===== config.mk =====
export PLATFORM = sky130hd
export DESIGN_NAME = swwc_top
export DESIGN_NICKNAME = d
export VERILOG_FILES = /design/src/core/swwc_top.v
export VERILOG_INCLUDE_DIRS = /design/src /design/src/core
export SDC_FILE = /design/constraint.sdc
export NUM_CORES = 1
export LEC_CHECK = 0
export BUFFER_PORTS_ARGS = -buffer_cell sky130_fd_sc_hd__buf_2
export CAP_MARGIN = 20
export CORE_UTILIZATION = 40
export DETAILED_ROUTE_END_ITERATION = 10
export PLACE_DENSITY = 0.65
export SLEW_MARGIN = 0
export SYNTH_ARGS = -nofsm -noshare
export SYNTH_HDL_FRONTEND = slang
export SYNTH_SLANG_ARGS = --single-unit

===== constraint.sdc =====
create_clock -name mclk_in -period 4 [get_ports mclk_in]
set_clock_uncertainty 0.1 [all_clocks]
set_input_delay 0.8 -clock mclk_in [delete_from_list [all_inputs] [get_ports mclk_in]]
set_output_delay 0.8 -clock mclk_in [all_outputs]
set_load 0.005 [all_outputs]

===== src/core/swwc_map.vh =====
// register offsets, field positions, reset values and timing counts
`ifndef SWWC_MAP_VH
`define SWWC_MAP_VH
// register word addresses
`define SWWC_ADDR_CTRL 4'h0
`define SWWC_ADDR_STATUS 4'h1
`define SWWC_ADDR_INTCTL 4'h2
`define SWWC_ADDR_IRQ 4'h3
// watchdog_control_reg fields
`define SWWC_WDC_SOFT_EN 0
`define SWWC_WDC_PS_LSB 1
`define SWWC_WDC_PS_MSB 5
`define SWWC_WDC_RESET 8'h16
// core_status fields
`define SWWC_ST_PD 3
`define SWWC_ST_TO 4
// interrupt_control fields
`define SWWC_IC_GIE 7
// watchdog modes
`define SWWC_WD_OFF 2'h0
`define SWWC_WD_SOFT 2'h1
`define SWWC_WD_NSLEEP 2'h2
`define SWWC_WD_ON 2'h3
// timing: lf oscillator ticks per 1 ms base interval, startup periods
`define SWWC_WD_BASE_TICKS 24'h20
`define SWWC_OST_PERIODS 11'h400
`endif


===== src/core/swwc_top.v =====
// sleep, wake and watchdog control with an avalon-mm register slave
//
// Behaviour
// - enter sleep only on the sleep instruction
// - clear watchdog on sleep entry, keep counting if enabled in sleep
// - sleep entry clears power-down flag and sets time-out flag
// - core clock gated off while asleep
// - low-frequency oscillator keeps running during sleep
// - timer, sensing oscillators and converter dedicated clock keep running
// - pins hold their pre-sleep state during sleep
// - sleep leaves non-watchdog reset sources unchanged
// - wake on pin, brownout, power-on, watchdog or enabled interrupts
// - pin, brownout, power-on wakes reset; watchdog and interrupts resume
// - sleep instruction prefetches instruction at pc plus one
// - interrupt wakes only if its enable set; global enable ignored
// - after wake, next instruction runs then vector if global enable and not a watchdog wake
// - watchdog cleared on every wake
// - sleep with pending enabled interrupt acts as no-op
// - interrupt during sleep: complete sleep, wake immediately, update flags
// - crystal modes wait 1024 oscillator periods before resuming
// - watchdog resets device when not cleared within period
// - watchdog counts low-frequency oscillator ticks
// - mode 11 watchdog always on
// - mode 10 watchdog on awake, off in sleep
// - mode 01 watchdog follows software enable bit
// - watchdog timeout in sleep wakes without reset, flags record it
// - reset period defaults to two seconds
// - watchdog held clear until startup timer ends after wake
`include "swwc_map.vh"
`default_nettype none
module swwc_top
(
   // clock and reset
   input wire mclk_in,
   input wire rst_n_in,
   // configuration and oscillator ticks
   input wire [1:0] watchdog_config_field_in,
   input wire crystal_mode_in,
   input wire lf_osc_tick_in,
   input wire osc_period_tick_in,
   // cpu core
   input wire sleep_instr_in,
   input wire watchdog_clear_instr_in,
   input wire [7:0] irq_flag_in,
   input wire [7:0] irq_enable_in,
   // reset-type wake sources, already reset the chip elsewhere
   input wire reset_wake_in,
   // pins
   input wire [7:0] pin_level_in,
   input wire [7:0] pin_oe_n_in,
   // avalon-mm slave
   input wire [3:0] avs_address,
   input wire avs_read,
   input wire avs_write,
   input wire [31:0] avs_writedata,
   input wire [3:0] avs_byteenable,
   output reg [31:0] avs_readdata,
   output reg avs_waitrequest,
   // outputs to the core and clock tree
   output reg core_clk_en_out,
   output reg asleep_out,
   output reg prefetch_next_out,
   output reg resume_out,
   output reg vector_call_out,
   output reg watchdog_reset_out,
   output reg lf_osc_run_out,
   output reg aux_osc_run_out,
   output reg [7:0] pin_level_out,
   output reg [7:0] pin_oe_n_out
);

////////////////////////////////////////////////////////////////////////////
// timing and state
localparam [23:0] WD_BASE = `SWWC_WD_BASE_TICKS;
localparam [10:0] OST_N = `SWWC_OST_PERIODS;
localparam [1:0] ST_RUN = 2'h0;
localparam [1:0] ST_SLEEP = 2'h1;
localparam [1:0] ST_OST = 2'h2;
localparam [1:0] ST_RESUME = 2'h3;

reg [1:0] state_r;
reg [1:0] state_nxt;
reg [7:0] wdc_r;
reg pd_r;
reg to_r;
reg [7:0] intctl_r;
reg [23:0] wd_cnt_r;
reg [10:0] ost_cnt_r;
wire lf_tick_r;
wire ost_tick_r;
reg wd_wake_r;
reg bus_done_r;

wire [4:0] ps_code = wdc_r[`SWWC_WDC_PS_MSB:`SWWC_WDC_PS_LSB];
// codes above 18 are reserved; they fall back to the longest period
wire [4:0] ps_sel = (ps_code > 5'h12) ? 5'h12 : ps_code;
wire [23:0] wd_limit = WD_BASE << ps_sel;
wire in_sleep = (state_r == ST_SLEEP);

// enables gate wake, global enable is not consulted
wire irq_pending = |(irq_flag_in & irq_enable_in);

////////////////////////////////////////////////////////////////////////////
// watchdog mode decode
reg wd_active;
always @*
begin
   case (watchdog_config_field_in)
      `SWWC_WD_ON: wd_active = 1'b1;
      `SWWC_WD_NSLEEP: wd_active = !in_sleep;
      `SWWC_WD_SOFT: wd_active = wdc_r[`SWWC_WDC_SOFT_EN];
      default: wd_active = 1'b0;
   endcase
end

////////////////////////////////////////////////////////////////////////////
// pin-side tick synchronisers, three stages each
// a level counts once stages two and three agree; a tick is one cycle
// on a newly agreed high level, so a slow clock gives one tick per rising edge
wire [1:0] tick_raw = {osc_period_tick_in, lf_osc_tick_in};
wire [1:0] tick_pulse;
genvar gi;
generate
   for (gi = 0; gi < 2; gi = gi + 1)
   begin : g_tick
      reg [2:0] sync_r;
      reg level_r;
      reg pulse_r;
      always @(posedge mclk_in or negedge rst_n_in)
      begin
         if (!rst_n_in)
         begin
            sync_r <= 3'h0;
            level_r <= 1'b0;
            pulse_r <= 1'b0;
         end
         else
         begin
            sync_r <= {sync_r[1:0], tick_raw[gi]};
            // stages disagree: a change still settling, keep old level
            if (sync_r[1] == sync_r[2])
               level_r <= sync_r[2];
            pulse_r <= (sync_r[1] == sync_r[2]) && sync_r[2] && !level_r;
         end
      end
      assign tick_pulse[gi] = pulse_r;
   end
endgenerate

assign lf_tick_r = tick_pulse[0];
assign ost_tick_r = tick_pulse[1];

////////////////////////////////////////////////////////////////////////////
// sleep sequencer
wire sleep_go = (state_r == ST_RUN) && sleep_instr_in;
wire wd_expire = wd_active && lf_tick_r && (wd_cnt_r + 24'h1 >= wd_limit);

always @*
begin
   state_nxt = state_r;
   case (state_r)
      ST_RUN:
      begin
         // only the sleep instruction enters sleep
         // pending enabled interrupt makes it a no-op
         if (sleep_instr_in && !irq_pending)
            state_nxt = ST_SLEEP;
      end
      ST_SLEEP:
      begin
         // interrupt during sleep wakes at once
         if (irq_pending || wd_expire)
            state_nxt = crystal_mode_in ? ST_OST : ST_RESUME;
      end
      ST_OST:
      begin
         // wait startup periods in crystal modes only
         if (ost_tick_r && ost_cnt_r == OST_N - 11'h1)
            state_nxt = ST_RESUME;
      end
      ST_RESUME: state_nxt = ST_RUN;
      default: state_nxt = ST_RUN;
   endcase
end

// reset-type wakes act through rst_n_in; here only resume
always @(posedge mclk_in or negedge rst_n_in)
begin
   if (!rst_n_in)
   begin
      state_r <= ST_RUN;
      ost_cnt_r <= 11'h0;
      wd_wake_r <= 1'b0;
   end
   else
   begin
      state_r <= state_nxt;
      if (state_r != ST_OST)
         ost_cnt_r <= 11'h0;
      else if (ost_tick_r)
         ost_cnt_r <= ost_cnt_r + 11'h1;
      if (in_sleep && wd_expire)
         wd_wake_r <= 1'b1;
      else if (state_r == ST_RUN)
         wd_wake_r <= 1'b0;
   end
end

////////////////////////////////////////////////////////////////////////////
// watchdog counter
// clear terms, one per cause
wire clr_entry = sleep_go && !irq_pending;
wire clr_instr = watchdog_clear_instr_in;
wire clr_off = !wd_active;
wire clr_wake = in_sleep && (state_nxt != ST_SLEEP);
wire clr_ost = (state_r == ST_OST);
wire wd_clear = clr_entry || clr_instr || clr_off || clr_wake || clr_ost;

always @(posedge mclk_in or negedge rst_n_in)
begin
   if (!rst_n_in)
   begin
      wd_cnt_r <= 24'h0;
      watchdog_reset_out <= 1'b0;
   end
   else
   begin
      // cleared on entry, counts on if active
      // held clear while startup timer runs
      if (wd_clear)
         wd_cnt_r <= 24'h0;
      else if (lf_tick_r)
         wd_cnt_r <= wd_expire ? 24'h0 : wd_cnt_r + 24'h1;
      // awake expiry resets; asleep expiry only wakes
      watchdog_reset_out <= wd_expire && !wd_clear && !in_sleep;
   end
end

////////////////////////////////////////////////////////////////////////////
// core-facing outputs
always @(posedge mclk_in or negedge rst_n_in)
begin
   if (!rst_n_in)
   begin
      core_clk_en_out <= 1'b1;
      asleep_out <= 1'b0;
      prefetch_next_out <= 1'b0;
      resume_out <= 1'b0;
      vector_call_out <= 1'b0;
      lf_osc_run_out <= 1'b1;
      aux_osc_run_out <= 1'b1;
      pin_level_out <= 8'h00;
      pin_oe_n_out <= 8'hff;
   end
   else
   begin
      core_clk_en_out <= (state_nxt == ST_RUN) || (state_nxt == ST_RESUME);
      asleep_out <= (state_nxt == ST_SLEEP);
      // fetch pc plus one while sleep executes
      prefetch_next_out <= sleep_go;
      // resume in line, vector flagged in the same cycle when global enable set and not a watchdog wake
      resume_out <= (state_r == ST_RESUME);
      vector_call_out <= (state_r == ST_RESUME) && !wd_wake_r &&
         intctl_r[`SWWC_IC_GIE];
      // low-frequency oscillator never stopped by sleep
      lf_osc_run_out <= 1'b1;
      // timer, sensing oscillators and converter clock stay on
      aux_osc_run_out <= 1'b1;
      // pins frozen at their pre-sleep state
      if (state_r == ST_RUN)
      begin
         pin_level_out <= pin_level_in;
         pin_oe_n_out <= pin_oe_n_in;
      end
   end
end

// no other reset source is gated by sleep; none pass through here

////////////////////////////////////////////////////////////////////////////
// read data selection; unmapped words read as zero
reg [31:0] rd_mux;
always @*
begin
   rd_mux = 32'h0;
   case (avs_address)
      `SWWC_ADDR_CTRL:
         rd_mux = {24'h0, 2'h0, wdc_r[5:0]};
      `SWWC_ADDR_STATUS:
         rd_mux = {24'h0, 3'h0, to_r, pd_r, 2'h0, wd_wake_r};
      `SWWC_ADDR_INTCTL:
         rd_mux = {24'h0, intctl_r};
      `SWWC_ADDR_IRQ:
         rd_mux = {16'h0, irq_enable_in, irq_flag_in};
      default:
         rd_mux = 32'h0;
   endcase
end

////////////////////////////////////////////////////////////////////////////
// registers and avalon-mm slave, one wait cycle per access
wire bus_req = (avs_read || avs_write) && !bus_done_r;
// write lands at the edge where the master sees waitrequest low
wire wr_hit = avs_write && bus_done_r;

always @(posedge mclk_in or negedge rst_n_in)
begin
   if (!rst_n_in)
   begin
      wdc_r <= `SWWC_WDC_RESET;
      intctl_r <= 8'h00;
      bus_done_r <= 1'b0;
      avs_waitrequest <= 1'b1;
      avs_readdata <= 32'h0;
   end
   else
   begin
      bus_done_r <= bus_req;
      avs_waitrequest <= !bus_req;
      if (bus_req)
         avs_readdata <= rd_mux;
      // only the low byte holds storage; other lanes are ignored
      if (wr_hit && avs_byteenable[0])
      begin
         if (avs_address == `SWWC_ADDR_CTRL)
            wdc_r <= {2'h0, avs_writedata[5:0]};
         if (avs_address == `SWWC_ADDR_INTCTL)
            intctl_r <= avs_writedata[7:0];
      end
   end
end

////////////////////////////////////////////////////////////////////////////
// status flags; sleep entry wins over a clear in the same cycle
always @(posedge mclk_in or negedge rst_n_in)
begin
   if (!rst_n_in)
   begin
      pd_r <= 1'b1;
      to_r <= 1'b1;
   end
   else
   begin
      // sleep entry clears power-down, sets time-out
      // also on interrupt-cut sleep, which still completes
      if (state_r == ST_RUN && state_nxt == ST_SLEEP)
      begin
         pd_r <= 1'b0;
         to_r <= 1'b1;
      end
      else if (in_sleep && wd_expire)
         to_r <= 1'b0;
      // watchdog clear sets both flags
      else if (watchdog_clear_instr_in && state_r == ST_RUN)
      begin
         pd_r <= 1'b1;
         to_r <= 1'b1;
      end
   end
end

endmodule
`default_nettype wire


==> results of run 1 <==
[kinds of logic (layout without fill, tap and decap cells)]
family / count (synthesis) / in the layout / synth area share, %
multiplexers: 41 / 41 / 8.94
adder cells (fa/ha/maj): 25 / 25 / 5.73
other: 2 / 18 / 0.138
buffers and inverters: 55 / 205 / 5.64
XOR/XNOR: 46 / 46 / 7.39
AO/OA/AOI/OAI: 63 / 63 / 8.30
AND/OR/NAND/NOR: 178 / 178 / 15.8
flip-flops: 104 / 104 / 48.1
[stage by stage]
step / setup TNS, ns / utilization (%) / cells / hold WS, ns
after floorplan: 0 / - / 530 / 0.231
after detailed placement: -6.07 / 48.0 / 816 / 0.243
after global routing: -5.93 / 53.4 / 856 / 0.274
after global placement: -3.38 / 48.0 / 816 / 0.234
final: -1.40 / 53.4 / 856 / 0.253
after CTS: 0 / 51.3 / 840 / 0.260
[path summary, 6_finish.rpt]
path	depth (start not counted)	to	start
setup / recovery	17	wd_cnt_r[1]$_DFFE_PN0P_	wd_cnt_r[8]$_DFFE_PN0P_
hold / removal	0	g_tick[0].sync_r[1]$_DFF_PN0_	g_tick[0].sync_r[0]$_DFF_PN0_
setup reg to reg	17	wd_cnt_r[1]$_DFFE_PN0P_	wd_cnt_r[8]$_DFFE_PN0P_
hold reg to reg	0	g_tick[0].sync_r[1]$_DFF_PN0_	g_tick[0].sync_r[0]$_DFF_PN0_
max in group asynchronous	2	pin_oe_n_out[0]$_DFFE_PN1N_	rst_n_in
min in group asynchronous	1	wd_cnt_r[2]$_DFFE_PN0P_	rst_n_in
[registers in the layout, summed over array words and instances (netlist names)]
register and cells:
wd_cnt_r 24, avs_readdata 16, ost_cnt_r 11, intctl_r 8, pin_level_out 8, pin_oe_n_out 8
g_tick.sync_r 6, wdc_r 6, g_tick.level_r 2, g_tick.pulse_r 2, state_r 2, asleep_out 1
avs_waitrequest 1, bus_done_r 1, core_clk_en_out 1, pd_r 1, prefetch_next_out 1, resume_out 1
to_r 1, vector_call_out 1, watchdog_reset_out 1, wd_wake_r 1
[per-layer routing]
metal | wire [microns] | global-route usage, %
met3 | 438 | 4.39
met4 | 263 | 5.14
met2 | 6320 | 30.8
met5 | 0 | 0
met1 | 5600 | 23.7
[what timing repair did]
| action | CTS | global route |
|---|---|---|
| pin swaps | 13 | 24 |
| setup endpoints to repair | 26 | 26 |
| endpoints found under the hold margin | 0 | 0 |
| hold buffers | 0 | 0 |
| resized for setup | 16 | 27 |
| setup buffers | 8 | 16 |
[placed cells by master (no fill, tap or decap), types with 3 or more instances in the layout]
master and instances:
sky130_fd_sc_hd__nor2_2 5, sky130_fd_sc_hd__buf_2 93, sky130_fd_sc_hd__nand4_1 18, sky130_fd_sc_hd__mux2i_1 6
sky130_fd_sc_hd__a22oi_1 4, sky130_fd_sc_hd__inv_1 17, sky130_fd_sc_hd__and2_1 3, sky130_fd_sc_hd__buf_6 3
sky130_fd_sc_hd__dfstp_2 15, sky130_fd_sc_hd__buf_4 75, sky130_fd_sc_hd__clkbuf_16 9, sky130_fd_sc_hd__a22o_1 14
sky130_fd_sc_hd__conb_1 18, sky130_fd_sc_hd__ha_4 4, sky130_fd_sc_hd__mux4_2 3, sky130_fd_sc_hd__xor2_1 28
sky130_fd_sc_hd__a21oi_1 13, sky130_fd_sc_hd__o32ai_1 4, sky130_fd_sc_hd__nor3_2 3, sky130_fd_sc_hd__and3_1 4
sky130_fd_sc_hd__dfrtp_1 87, sky130_fd_sc_hd__ha_1 21, sky130_fd_sc_hd__nor2b_1 5, sky130_fd_sc_hd__o21ai_0 11
sky130_fd_sc_hd__nand3_1 22, sky130_fd_sc_hd__mux2_2 32, sky130_fd_sc_hd__or2_2 3, sky130_fd_sc_hd__nand2_1 48
sky130_fd_sc_hd__nor2_1 44, sky130_fd_sc_hd__xnor2_1 16, sky130_fd_sc_hd__nand3_2 3
[area by class of cell]
cell class                      count  area share [%]
Clock buffer                       10            3.23
Tap cell                          176            3.10
Sequential cell                   104            37.0
Timing Repair Buffer              172            15.3
Inverter                           17           0.899
Clock inverter                      6            1.36
Multi-Input combinational cell    371            39.2
[where the power goes]
| group | switching, W | total, W | leakage [nW] | internal, W |
|---|---|---|---|---|
| clock network | 0.000401 | 0.000959 | 0.156 | 0.000558 |
| registers | 0.0000822 | 0.00130 | 1.34 | 0.00122 |
| logic | 0.000332 | 0.000658 | 1.88 | 0.000325 |
| total | 0.000816 | 0.00292 | 3.38 | 0.00210 |
[worst max-delay path, delay by kind of cell (launching register included)]
kind            cells  cell delay (ns)
flops               1             0.42
compound gates      6             1.23
simple gates        6             1.36
buf+inv             2             0.21
fa+ha+maj           2             0.46
xor+xnor            1             0.16
==> impl_metrics.tcl, run 1 <==
set metrics [dict create \
    synth_enable_flop_cells 0 \
    netlist_area_pre_place_sq_um 5460 \
    irDropWorstVdd_mv 0.444 \
    synth.top_cells.by_area "sky130_fd_sc_hd__dfrtp_1 41%, sky130_fd_sc_hd__dfstp_2 7.2%, sky130_fd_sc_hd__mux2_2 6.6%" \
    timing_worst_slew_pin_value_ns 0.667 \
    globalRoute.totalOverflow 0 \
    grt.total_usage_pct 18.4 \
    drtIter0Drc 206 \
    final_nets 784 \
    filler_cell_count 1154 \
    timing.critical_path.cells "and4_4 > nand4_1 > nor3_2 > xnor2_2 > inv_1 > ha_1 > nand4_1 > nor4_4 > o211ai_1 > a31oi_4 > o21ai_2 > a21o_1 > ha_4 > o2111a_2 > buf_6 > nand3_2 > o32ai_2" \
    synth_cell_type_count 49 \
    total_area_of_multi_input_combinational_cells_sq_um 2780 \
    vias_in_the_first_global_route 4252 \
    cellLeakagePower_nw 3.38 \
    standard_cell_rows 42 \
    synth_flop_cell "sky130_fd_sc_hd__dfrtp_1" \
    dp.final_hpwl_mm 9.02 \
    port-buffer-count 94 \
    fraction_of_the_yosys_area_taken_by_sequential_cells_pct 48.1 \
    worst_setup_hold_path_clk_slew_ns 0.07 \
    clockBufferDepth 2 \
    drc 0 \
    drt_pre_antenna_iters 4 \
    worst_ep_required_time_ns 4.11 \
    die-height_microns 119 \
    die_ar_sq_um 14100 \
    finalPower_w 0.00292 \
    viasPerCell 5.07 \
    violations "negative setup slack" \
    layout_cell_area_excl_fill_sq_um 7090 \
    finalHoldViolCount 0 \
    post-route-min-period_ns 4.10 \
    clock_insertion_delay_worst_skew_ns 0.35 \
    setup_violations 24 \
    cp-start-kind "register" \
    chipWidth_microns 119 \
    largest_net_degree_at_the_start_of_global_routing 48 \
    grt_first_pass_wirelength_mm 20.7 \
    syn-instance-count 514 \
    postSynthRegisterBits 104 \
    numCtsBuffers 9 \
    slowest_stage "sky130_fd_sc_hd__dfrtp_1" \
    rsz0062_at_grt "yes" \
    gpl.final_weighted_congestion 0.857 \
    timing.max_slew.rel_slack_pct 55.0 \
    postRouteAntennaNets 0 \
    final-seq-area_sq_um 2620 \
    worstSetupEndpointType "register" \
    tritoncts "built" \
    syn_area_cell_sq_um 10.6 \
    synth_common_cells "89 x sky130_fd_sc_hd__dfrtp_1, 48 x sky130_fd_sc_hd__nand2_1, 48 x sky130_fd_sc_hd__nor2_1" \
    antenna-diode-count 0 \
    timing.final.crit_share_pct 103 \
    yosys.area.top_type "sky130_fd_sc_hd__dfrtp_1" \
    synth.yosys.warnings 0 \
    critical_path.max_stage_delay_ns 0.42 \
    hold_class "register to register" \
    synth_largest_type_area_fraction_pct 40.8 \
    cell_area_power_density_nw_per_um2 411 \
    drv_cap 0 \
    synth.most_common_cell "sky130_fd_sc_hd__dfrtp_1" \
    finalWirelength_mm 12.6 \
    ys_async_sr_fraction_pct 100 \
    num_vias 4336 \
    regToRegSetupSlack_ns -0.10 \
    ctsHtreeMaxLevel 3 \
    area_growth_pct 30.0 \
    post-place-ws_ns -0.276 \
    routedWlPerCell_microns 14.7 \
    final_critical_path_setup_slack_ns -0.104 \
    clock-root-buffer "sky130_fd_sc_hd__clkbuf_16" \
    initial_utilization_pct 41.0 \
    max_clock_freq_mhz 244 \
    report.final.slew_viol_count 0 \
    placed_area_sq_um 6380 \
    outcome "finished, violations left" \
    critical-path-top-cell-by-count "sky130_fd_sc_hd__nand4_1" \
    cp_data_arrival_time_ns 4.21 \
    antenna_found_initial 0 \
    clock_sinks 104 \
    maximum_fanout_along_the_worst_path 4 \
    io_pins 141 \
    crit_type "register to register" \
    design.core.area_sq_um 13300 \
    share_of_cells_above_drive_strength_1_pct 41.0 \
]
(Power assumes the default switching activity.)
==> inputs of run 2 (changes only) <==
--- a/config.mk
+++ b/config.mk
@@ -6,11 +6,12 @@
 export SDC_FILE = /design/constraint.sdc
 export NUM_CORES = 1
 export LEC_CHECK = 0
+export ABC_AREA = 1
 export BUFFER_PORTS_ARGS = -buffer_cell sky130_fd_sc_hd__buf_2
 export CAP_MARGIN = 20
 export CORE_UTILIZATION = 40
 export DETAILED_ROUTE_END_ITERATION = 10
-export PLACE_DENSITY = 0.65
+export PLACE_DENSITY = 0.64
 export SLEW_MARGIN = 0
 export SYNTH_ARGS = -nofsm -noshare
 export SYNTH_HDL_FRONTEND = slang
==> run 2 against run 1 <==
Effect of this change: core utilization rose by 0.24 points; clock power fell by 2.6%; wire length rose by 8.7%; synthesized cell count rose by 39%; largest power group unchanged; register-to-register slack improved by 0.12 ns; final area rose by 4.5%; the run now ends clean; area after synthesis rose by 3.8%; first-iteration DRC count rose by 21%; highest routed layer unchanged; die area rose by 3.7%.
==> impl_metrics.tcl, run 2 <==
set metrics [dict create \
    share_clk_of_total_power_pct 32.1 \
    timing_worst_slew_pin_value_ns 0.679 \
    hold_class "register to register" \
    ctsHtreeMaxLevel 3 \
    sw_frac_of_total_pct 31.6 \
    critical-path-top-cell-by-count "sky130_fd_sc_hd__buf_4" \
    drv_cap 0 \
    area_growth_pct 30.9 \
    placed_area_sq_um 6490 \
    finalHoldViolCount 0 \
    viasPerCell 4.77 \
    post-route-min-period_ns 3.99 \
    synth_flop_cell "sky130_fd_sc_hd__dfrtp_1" \
    finalWirelength_mm 13.7 \
    report.final.slew_viol_count 0 \
    globalRoute.totalOverflow 0 \
    largest_register_ffs 24 \
    initial_utilization_pct 41.0 \
    slowest_stage "sky130_fd_sc_hd__dfrtp_1" \
    top_register "wd_cnt_r" \
    numCtsBuffers 9 \
    syn-instance-count 717 \
    filler_cell_count 1328 \
    maximum_fanout_along_the_worst_path 4 \
    worst_ep_required_time_ns 4.15 \
    postSynthRegisterBits 104 \
    rsz0062_at_grt "yes" \
    cp-start-kind "register" \
    synth.most_common_cell "sky130_fd_sc_hd__nand2_1" \
    vias_in_the_first_global_route 4703 \
    drc 0 \
    dp.final_hpwl_mm 9.46 \
    worst_r2r_startpoint "wd_cnt_r[11]$_DFFE_PN0P_" \
    combPwrFrac_pct 22.9 \
    mostFrequentLayoutCell "sky130_fd_sc_hd__nand2_1" \
    postRouteAntennaNets 0 \
    drt_pre_antenna_iters 6 \
    worstSetupStartpoint "wd_cnt_r[11]$_DFFE_PN0P_" \
    routedWlPerCell_microns 13.0 \
    final-seq-area_sq_um 2620 \
    drtIter0Drc 249 \
    cellLeakagePower_nw 3.90 \
    cell_internal_pwr_w 0.00199 \
    largest_net_degree_at_the_start_of_global_routing 61 \
    port-buffer-count 94 \
    synth_largest_type_area_fraction_pct 39.3 \
    registers_with_the_highest_flip_flop_counts "wd_cnt_r x24, avs_readdata x16, ost_cnt_r x11" \
    p_sw_w 0.000918 \
    setup_violations 0 \
    standard_cell_rows 43 \
    ys_async_sr_fraction_pct 100 \
    layout_cell_area_excl_fill_sq_um 7410 \
    clock-root-buffer "sky130_fd_sc_hd__clkbuf_16" \
    grt_first_pass_wirelength_mm 22.0 \
    fraction_of_the_yosys_area_taken_by_sequential_cells_pct 46.3 \
    yosys.area.top_type "sky130_fd_sc_hd__dfrtp_1" \
    clockBufferDepth 2 \
    io_pins 141 \
    clock_sinks 104 \
    grt.total_usage_pct 19.3 \
    chipWidth_microns 121 \
    tritoncts "built" \
    final_core_utilization_pct 53.6 \
    total_area_of_multi_input_combinational_cells_sq_um 2950 \
    crit_type "register to register" \
    num_vias 5041 \
    antenna_found_initial 1 \
    worstSetupEndpointType "register" \
    irDropWorstVdd_mv 0.327 \
    antenna-diode-count 0 \
    design.core.area_sq_um 13800 \
    die-height_microns 121 \
    synth_enable_flop_cells 0 \
    synth_cell_type_count 39 \
    clock_insertion_delay_worst_skew_ns 0.36 \
    die_ar_sq_um 14600 \
    critical_path.max_stage_delay_ns 0.47 \
    timing.final.crit_share_pct 99.7 \
    finalPower_w 0.00291 \
    hold_path_startpoint "g_tick[0].sync_r[0]$_DFF_PN0_" \
    outcome "finished clean" \
    syn_area_cell_sq_um 7.90 \
    crit_family "simple AND/OR/NAND/NOR gates" \
    p_seq_share_pct 45.0 \
    holdBufCountCts 0 \
    synth.yosys.warnings 0 \
    gpl.final_weighted_congestion 0.879 \
    layout_common_cells "238 x sky130_fd_sc_hd__nand2_1, 93 x sky130_fd_sc_hd__buf_2, 87 x sky130_fd_sc_hd__dfrtp_1, 73 x sky130_fd_sc_hd__inv_1, 58 x sky130_fd_sc_hd__buf_4" \
    max_clock_freq_mhz 251 \
    synth_common_cells "251 x sky130_fd_sc_hd__nand2_1, 89 x sky130_fd_sc_hd__dfrtp_1, 79 x sky130_fd_sc_hd__inv_1" \
    worst_setup_hold_path_clk_slew_ns 0.08 \
    final_nets 980 \
    netlist_area_pre_place_sq_um 5660 \
    cell_area_power_density_nw_per_um2 392 \
    timing.max_slew.rel_slack_pct 54.3 \
    synth.top_cells.by_area "sky130_fd_sc_hd__dfrtp_1 39%, sky130_fd_sc_hd__nand2_1 17%, sky130_fd_sc_hd__dfstp_2 7.0%" \
    cp.buffers_inverters 10 \
    share_of_cells_above_drive_strength_1_pct 31.4 \
    cp_data_arrival_time_ns 4.14 \
]
run 2: changes by cell type after synthesis, moves of 13 or more:
cell                      before  now
sky130_fd_sc_hd__inv_1        17   79
sky130_fd_sc_hd__mux2_2       32    2
sky130_fd_sc_hd__o21ai_0      13   37
sky130_fd_sc_hd__nand3_1      25   38
sky130_fd_sc_hd__xor2_1       29   11
sky130_fd_sc_hd__nor3_1        5   19
sky130_fd_sc_hd__nand2_1      48  251
run 2: logic make-up after synthesis:
logic type                 Yosys count  share of synthesized area (%)
DFF                                104                           46.3
AOI/OAI and AO/OA                   77                           7.87
xor gates and xnor gates            17                           2.63
and+or+nand+nor                    375                           28.0
adders and majority gates           25                           5.52
muxes                                2                          0.398
other                                2                          0.133
buffers and inverters              115                           9.12
run 2: metrics by stage:
step / cells / TNS (ns) / setup WS [ns] / hold slack (ns)
after floorplan: 733 / 0 / 0.0686 / 0.231
after global placement: 1008 / -0.513 / -0.0528 / 0.234
after detailed placement: 1008 / -1.70 / -0.145 / 0.239
after CTS: 1041 / -0.931 / -0.0638 / 0.257
after global routing: 1056 / -4.62 / -0.217 / 0.274
final: 1056 / 0 / 0.0126 / 0.253
run 2: path summary, 6_finish.rpt:
check,slack (ns),cells past startpoint,to
max,0.01,27,state_r[0]$_DFF_PN0_
min,0.25,0,g_tick[0].sync_r[1]$_DFF_PN0_
max reg2reg,0.01,27,state_r[0]$_DFF_PN0_
min reg2reg,0.25,0,g_tick[0].sync_r[1]$_DFF_PN0_
max in group asynchronous,2.71,2,avs_waitrequest$_DFF_PN1_
min in group asynchronous,0.34,1,wd_cnt_r[10]$_DFFE_PN0P_
run 2: power groups by stage:
stage / Sequential, W / Combinational (W) / Clock (W)
global route: 0.00133 / 0.000759 / 0.000991
floorplan: 0.00133 / 0.000342 / 0
detailed placement: 0.00132 / 0.000612 / 0
finish: 0.00131 / 0.000666 / 0.000934
global placement: 0.00132 / 0.000606 / 0
CTS: 0.00131 / 0.000647 / 0.000960
run 2: final cells by class:
class                           instances  share of cell area (%)
Multi-Input combinational cell        517                    39.7
Sequential cell                       104                    35.4
Inverter                               82                    4.15
Timing Repair Buffer                  157                    13.4
Clock buffer                            9                    3.04
Tap cell                              180                    3.04
Clock inverter                          7                    1.20
run 2: layer usage:
layer | part of all wire, % | wire length (microns) | global-route usage (%)
met1 | 45 | 6180 | 25.0
met2 | 47 | 6440 | 30.6
met3 | 6.1 | 838 | 5.31
met4 | 1.9 | 266 | 6.94
met5 | 0 | 0 | 0
run 2: what timing repair did:
| action | 4_1_cts | 5_1_grt |
|---|---|---|
| buffers inserted | 14 | 16 |
| pin swaps | 19 | 33 |
| setup endpoints to repair | 25 | 26 |
| cloned | 3 | 0 |
| gates resized for setup | 32 | 55 |
run 2: worst register-to-register path: cells and delay by family (launching register included):
kind,cells,cell delay [ns]
adder cells (fa/ha/maj),1,0.27
flip-flops,1,0.47
XOR/XNOR,1,0.17
AND/OR/NAND/NOR,15,1.68
buffers and inverters,10,1.19
==> inputs of run 3 (changes only) <==
--- a/config.mk
+++ b/config.mk
@@ -12,6 +12,7 @@
 export CORE_UTILIZATION = 40
 export DETAILED_ROUTE_END_ITERATION = 10
 export PLACE_DENSITY = 0.64
+export RECOVER_POWER = 25
 export SLEW_MARGIN = 0
 export SYNTH_ARGS = -nofsm -noshare
 export SYNTH_HDL_FRONTEND = slang
==> run 3 against run 2 <==
Effect of this change: the flow now finishes with violations (max-capacitance violations, max-slew violations); maximum frequency barely moved; global-route usage stayed put; core utilization fell by 0.054 points; total power is essentially flat; critical endpoint unchanged.
==> impl_metrics.tcl, run 3 (synthesis results as in run 2) <==
set metrics [dict create \
    mostFrequentLayoutCell "sky130_fd_sc_hd__nand2_1" \
    cp-start-kind "register" \
    drtIter0Drc 287 \
    timing_worst_slew_pin_value_ns 2.40 \
    layout_cell_area_excl_fill_sq_um 7400 \
    tritoncts "built" \
    drc 0 \
    grt.total_usage_pct 19.3 \
    cp_data_arrival_time_ns 4.14 \
    route.met2.wl_mm 6.42 \
    design.core.area_sq_um 13800 \
    finalWirelength_mm 13.7 \
    report.final.slew_viol_count 45 \
    wl_met1_mm 6.15 \
    io_pins 141 \
    postRouteAntennaNets 0 \
    die-height_microns 121 \
    maximum_fanout_along_the_worst_path 5 \
    clockBufferDepth 2 \
    clock_sinks 104 \
    antenna-diode-count 0 \
    largest_net_degree_at_the_start_of_global_routing 61 \
    ctsHtreeMaxLevel 3 \
    globalRoute.totalOverflow 0 \
    crit_type "register to register" \
    holdBufCountCts 0 \
    critical_path.max_stage_delay_ns 0.37 \
    placed_area_sq_um 6490 \
    cell_area_power_density_nw_per_um2 393 \
    irDropWorstVdd_mv 0.327 \
    routedWlPerCell_microns 13.0 \
    cellLeakagePower_nw 3.90 \
    port-buffer-count 94 \
    die_ar_sq_um 14600 \
    outcome "finished, violations left" \
    drt_pre_antenna_iters 7 \
    clock-root-buffer "sky130_fd_sc_hd__clkbuf_16" \
    worst_ep_required_time_ns 4.15 \
    largest_register_ffs 24 \
    final_nets 980 \
    worst_setup_hold_path_clk_slew_ns 0.07 \
    area_growth_pct 30.7 \
    gpl.final_weighted_congestion 0.879 \
    drv_cap 1 \
    layout_common_cells "238 x sky130_fd_sc_hd__nand2_1, 93 x sky130_fd_sc_hd__buf_2, 87 x sky130_fd_sc_hd__dfrtp_1, 73 x sky130_fd_sc_hd__inv_1, 56 x sky130_fd_sc_hd__buf_4" \
    initial_utilization_pct 41.0 \
    top_layer_used "met4" \
    clock_insertion_delay_worst_skew_ns 0.35 \
    standard_cell_rows 43 \
    top_register "wd_cnt_r" \
    post-route-min-period_ns 3.99 \
    critical-path-top-cell-by-count "sky130_fd_sc_hd__buf_4" \
    grt_first_pass_wirelength_mm 22.0 \
    registers_with_the_highest_flip_flop_counts "wd_cnt_r x24, avs_readdata x16, ost_cnt_r x11" \
    chipWidth_microns 121 \
    viasPerCell 4.77 \
    met3_length_microns 862 \
    slowest_stage "sky130_fd_sc_hd__dfrtp_1" \
    worstSetupEndpointType "register" \
    finalHoldViolCount 0 \
    violations "max-capacitance violations, max-slew violations" \
    filler_cell_count 1328 \
    dp.final_hpwl_mm 9.46 \
    setup_violations 0 \
    hold-worst-slack_ns 0.253 \
    antenna_found_initial 1 \
    finalPower_w 0.00291 \
    rsz0062_at_grt "yes" \
    max_clock_freq_mhz 251 \
    share_of_cells_above_drive_strength_1_pct 31.2 \
    timing.max_slew.rel_slack_pct -59.8 \
    vias_in_the_first_global_route 4703 \
    num_vias 5036 \
    timing.final.crit_share_pct 99.7 \
    hold_class "register to register" \
    numCtsBuffers 9 \
]
run 3: cell count changes in the layout (fill, tap and decap cells not counted), sizes merged:
| cell | previous run | this run |
|---|---|---|
| clkbuf | 9 | 11 |
| buf | 157 | 155 |
run 3: critical path, delay by kind of cell, from the launching register on:
| family | cells | cell delay, ns |
|---|---|---|
| fa+ha+maj | 1 | 0.20 |
| flops | 1 | 0.37 |
| compound gates | 1 | 0.20 |
| simple gates | 16 | 1.55 |
| buf+inv | 12 | 1.47 |
run 3: what timing repair did:
action,4_1_cts,5_1_grt
gates resized for setup,32,55
gates cloned,3,0
setup buffers,14,16
pin swaps,19,33
setup endpoints to repair,25,26
run 3: worst paths after layout:
path | slack (ns) | to | from | depth (start not counted)
min | 0.25 | g_tick[0].sync_r[1]$_DFF_PN0_ | g_tick[0].sync_r[0]$_DFF_PN0_ | 0
max in group asynchronous | 1.20 | wd_cnt_r[5]$_DFFE_PN0P_ | rst_n_in | 1
max reg2reg | 0.01 | state_r[0]$_DFF_PN0_ | wd_cnt_r[1]$_DFFE_PN0P_ | 30
max | 0.01 | state_r[0]$_DFF_PN0_ | wd_cnt_r[1]$_DFFE_PN0P_ | 30
min in group asynchronous | 1.07 | wd_cnt_r[10]$_DFFE_PN0P_ | rst_n_in | 1
min reg2reg | 0.25 | g_tick[0].sync_r[1]$_DFF_PN0_ | g_tick[0].sync_r[0]$_DFF_PN0_ | 0
run 3: power breakdown:
| group | total [W] | switching [W] | internal, W |
|---|---|---|---|
| Sequential | 0.00131 | 0.0000815 | 0.00123 |
| Clock | 0.000934 | 0.000434 | 0.000500 |
| Combinational | 0.000664 | 0.000403 | 0.000262 |
| Total | 0.00291 | 0.000918 | 0.00199 |
run 3: area by class of cell:
cell class | instances | area, sq um | area share [%]
well taps | 180 | 225 | 3.04
repair buffers | 157 | 987 | 13.3
clock inverters | 7 | 88.8 | 1.20
inverters | 82 | 308 | 4.16
flip-flops and latches | 104 | 2620 | 35.4
multi-input cells | 517 | 2950 | 39.8
clock buffers | 9 | 225 | 3.04
run 3: metal layers:
| layer | global-route usage, % | vias up |
|---|---|---|
| met2 | 30.6 | 125 |
| met4 | 6.94 | 0 |
| met3 | 5.31 | 18 |
| met5 | 0 | - |
| li1 | - | 2551 |
| met1 | 25.0 | 2342 |
run 3: through the flow:
| step | setup WS [ns] | setup TNS (ns) | utilization (%) | instances |
|---|---|---|---|---|
| finish | 0.0112 | 0 | 53.5 | 1056 |
| global placement | -0.0528 | -0.513 | 47.0 | 1008 |
| detailed placement | -0.145 | -1.70 | 47.0 | 1008 |
| CTS | -0.0638 | -0.931 | 51.0 | 1041 |
| floorplan | 0.0686 | 0 | - | 733 |
| global route | -0.217 | -4.62 | 53.5 | 1056 |
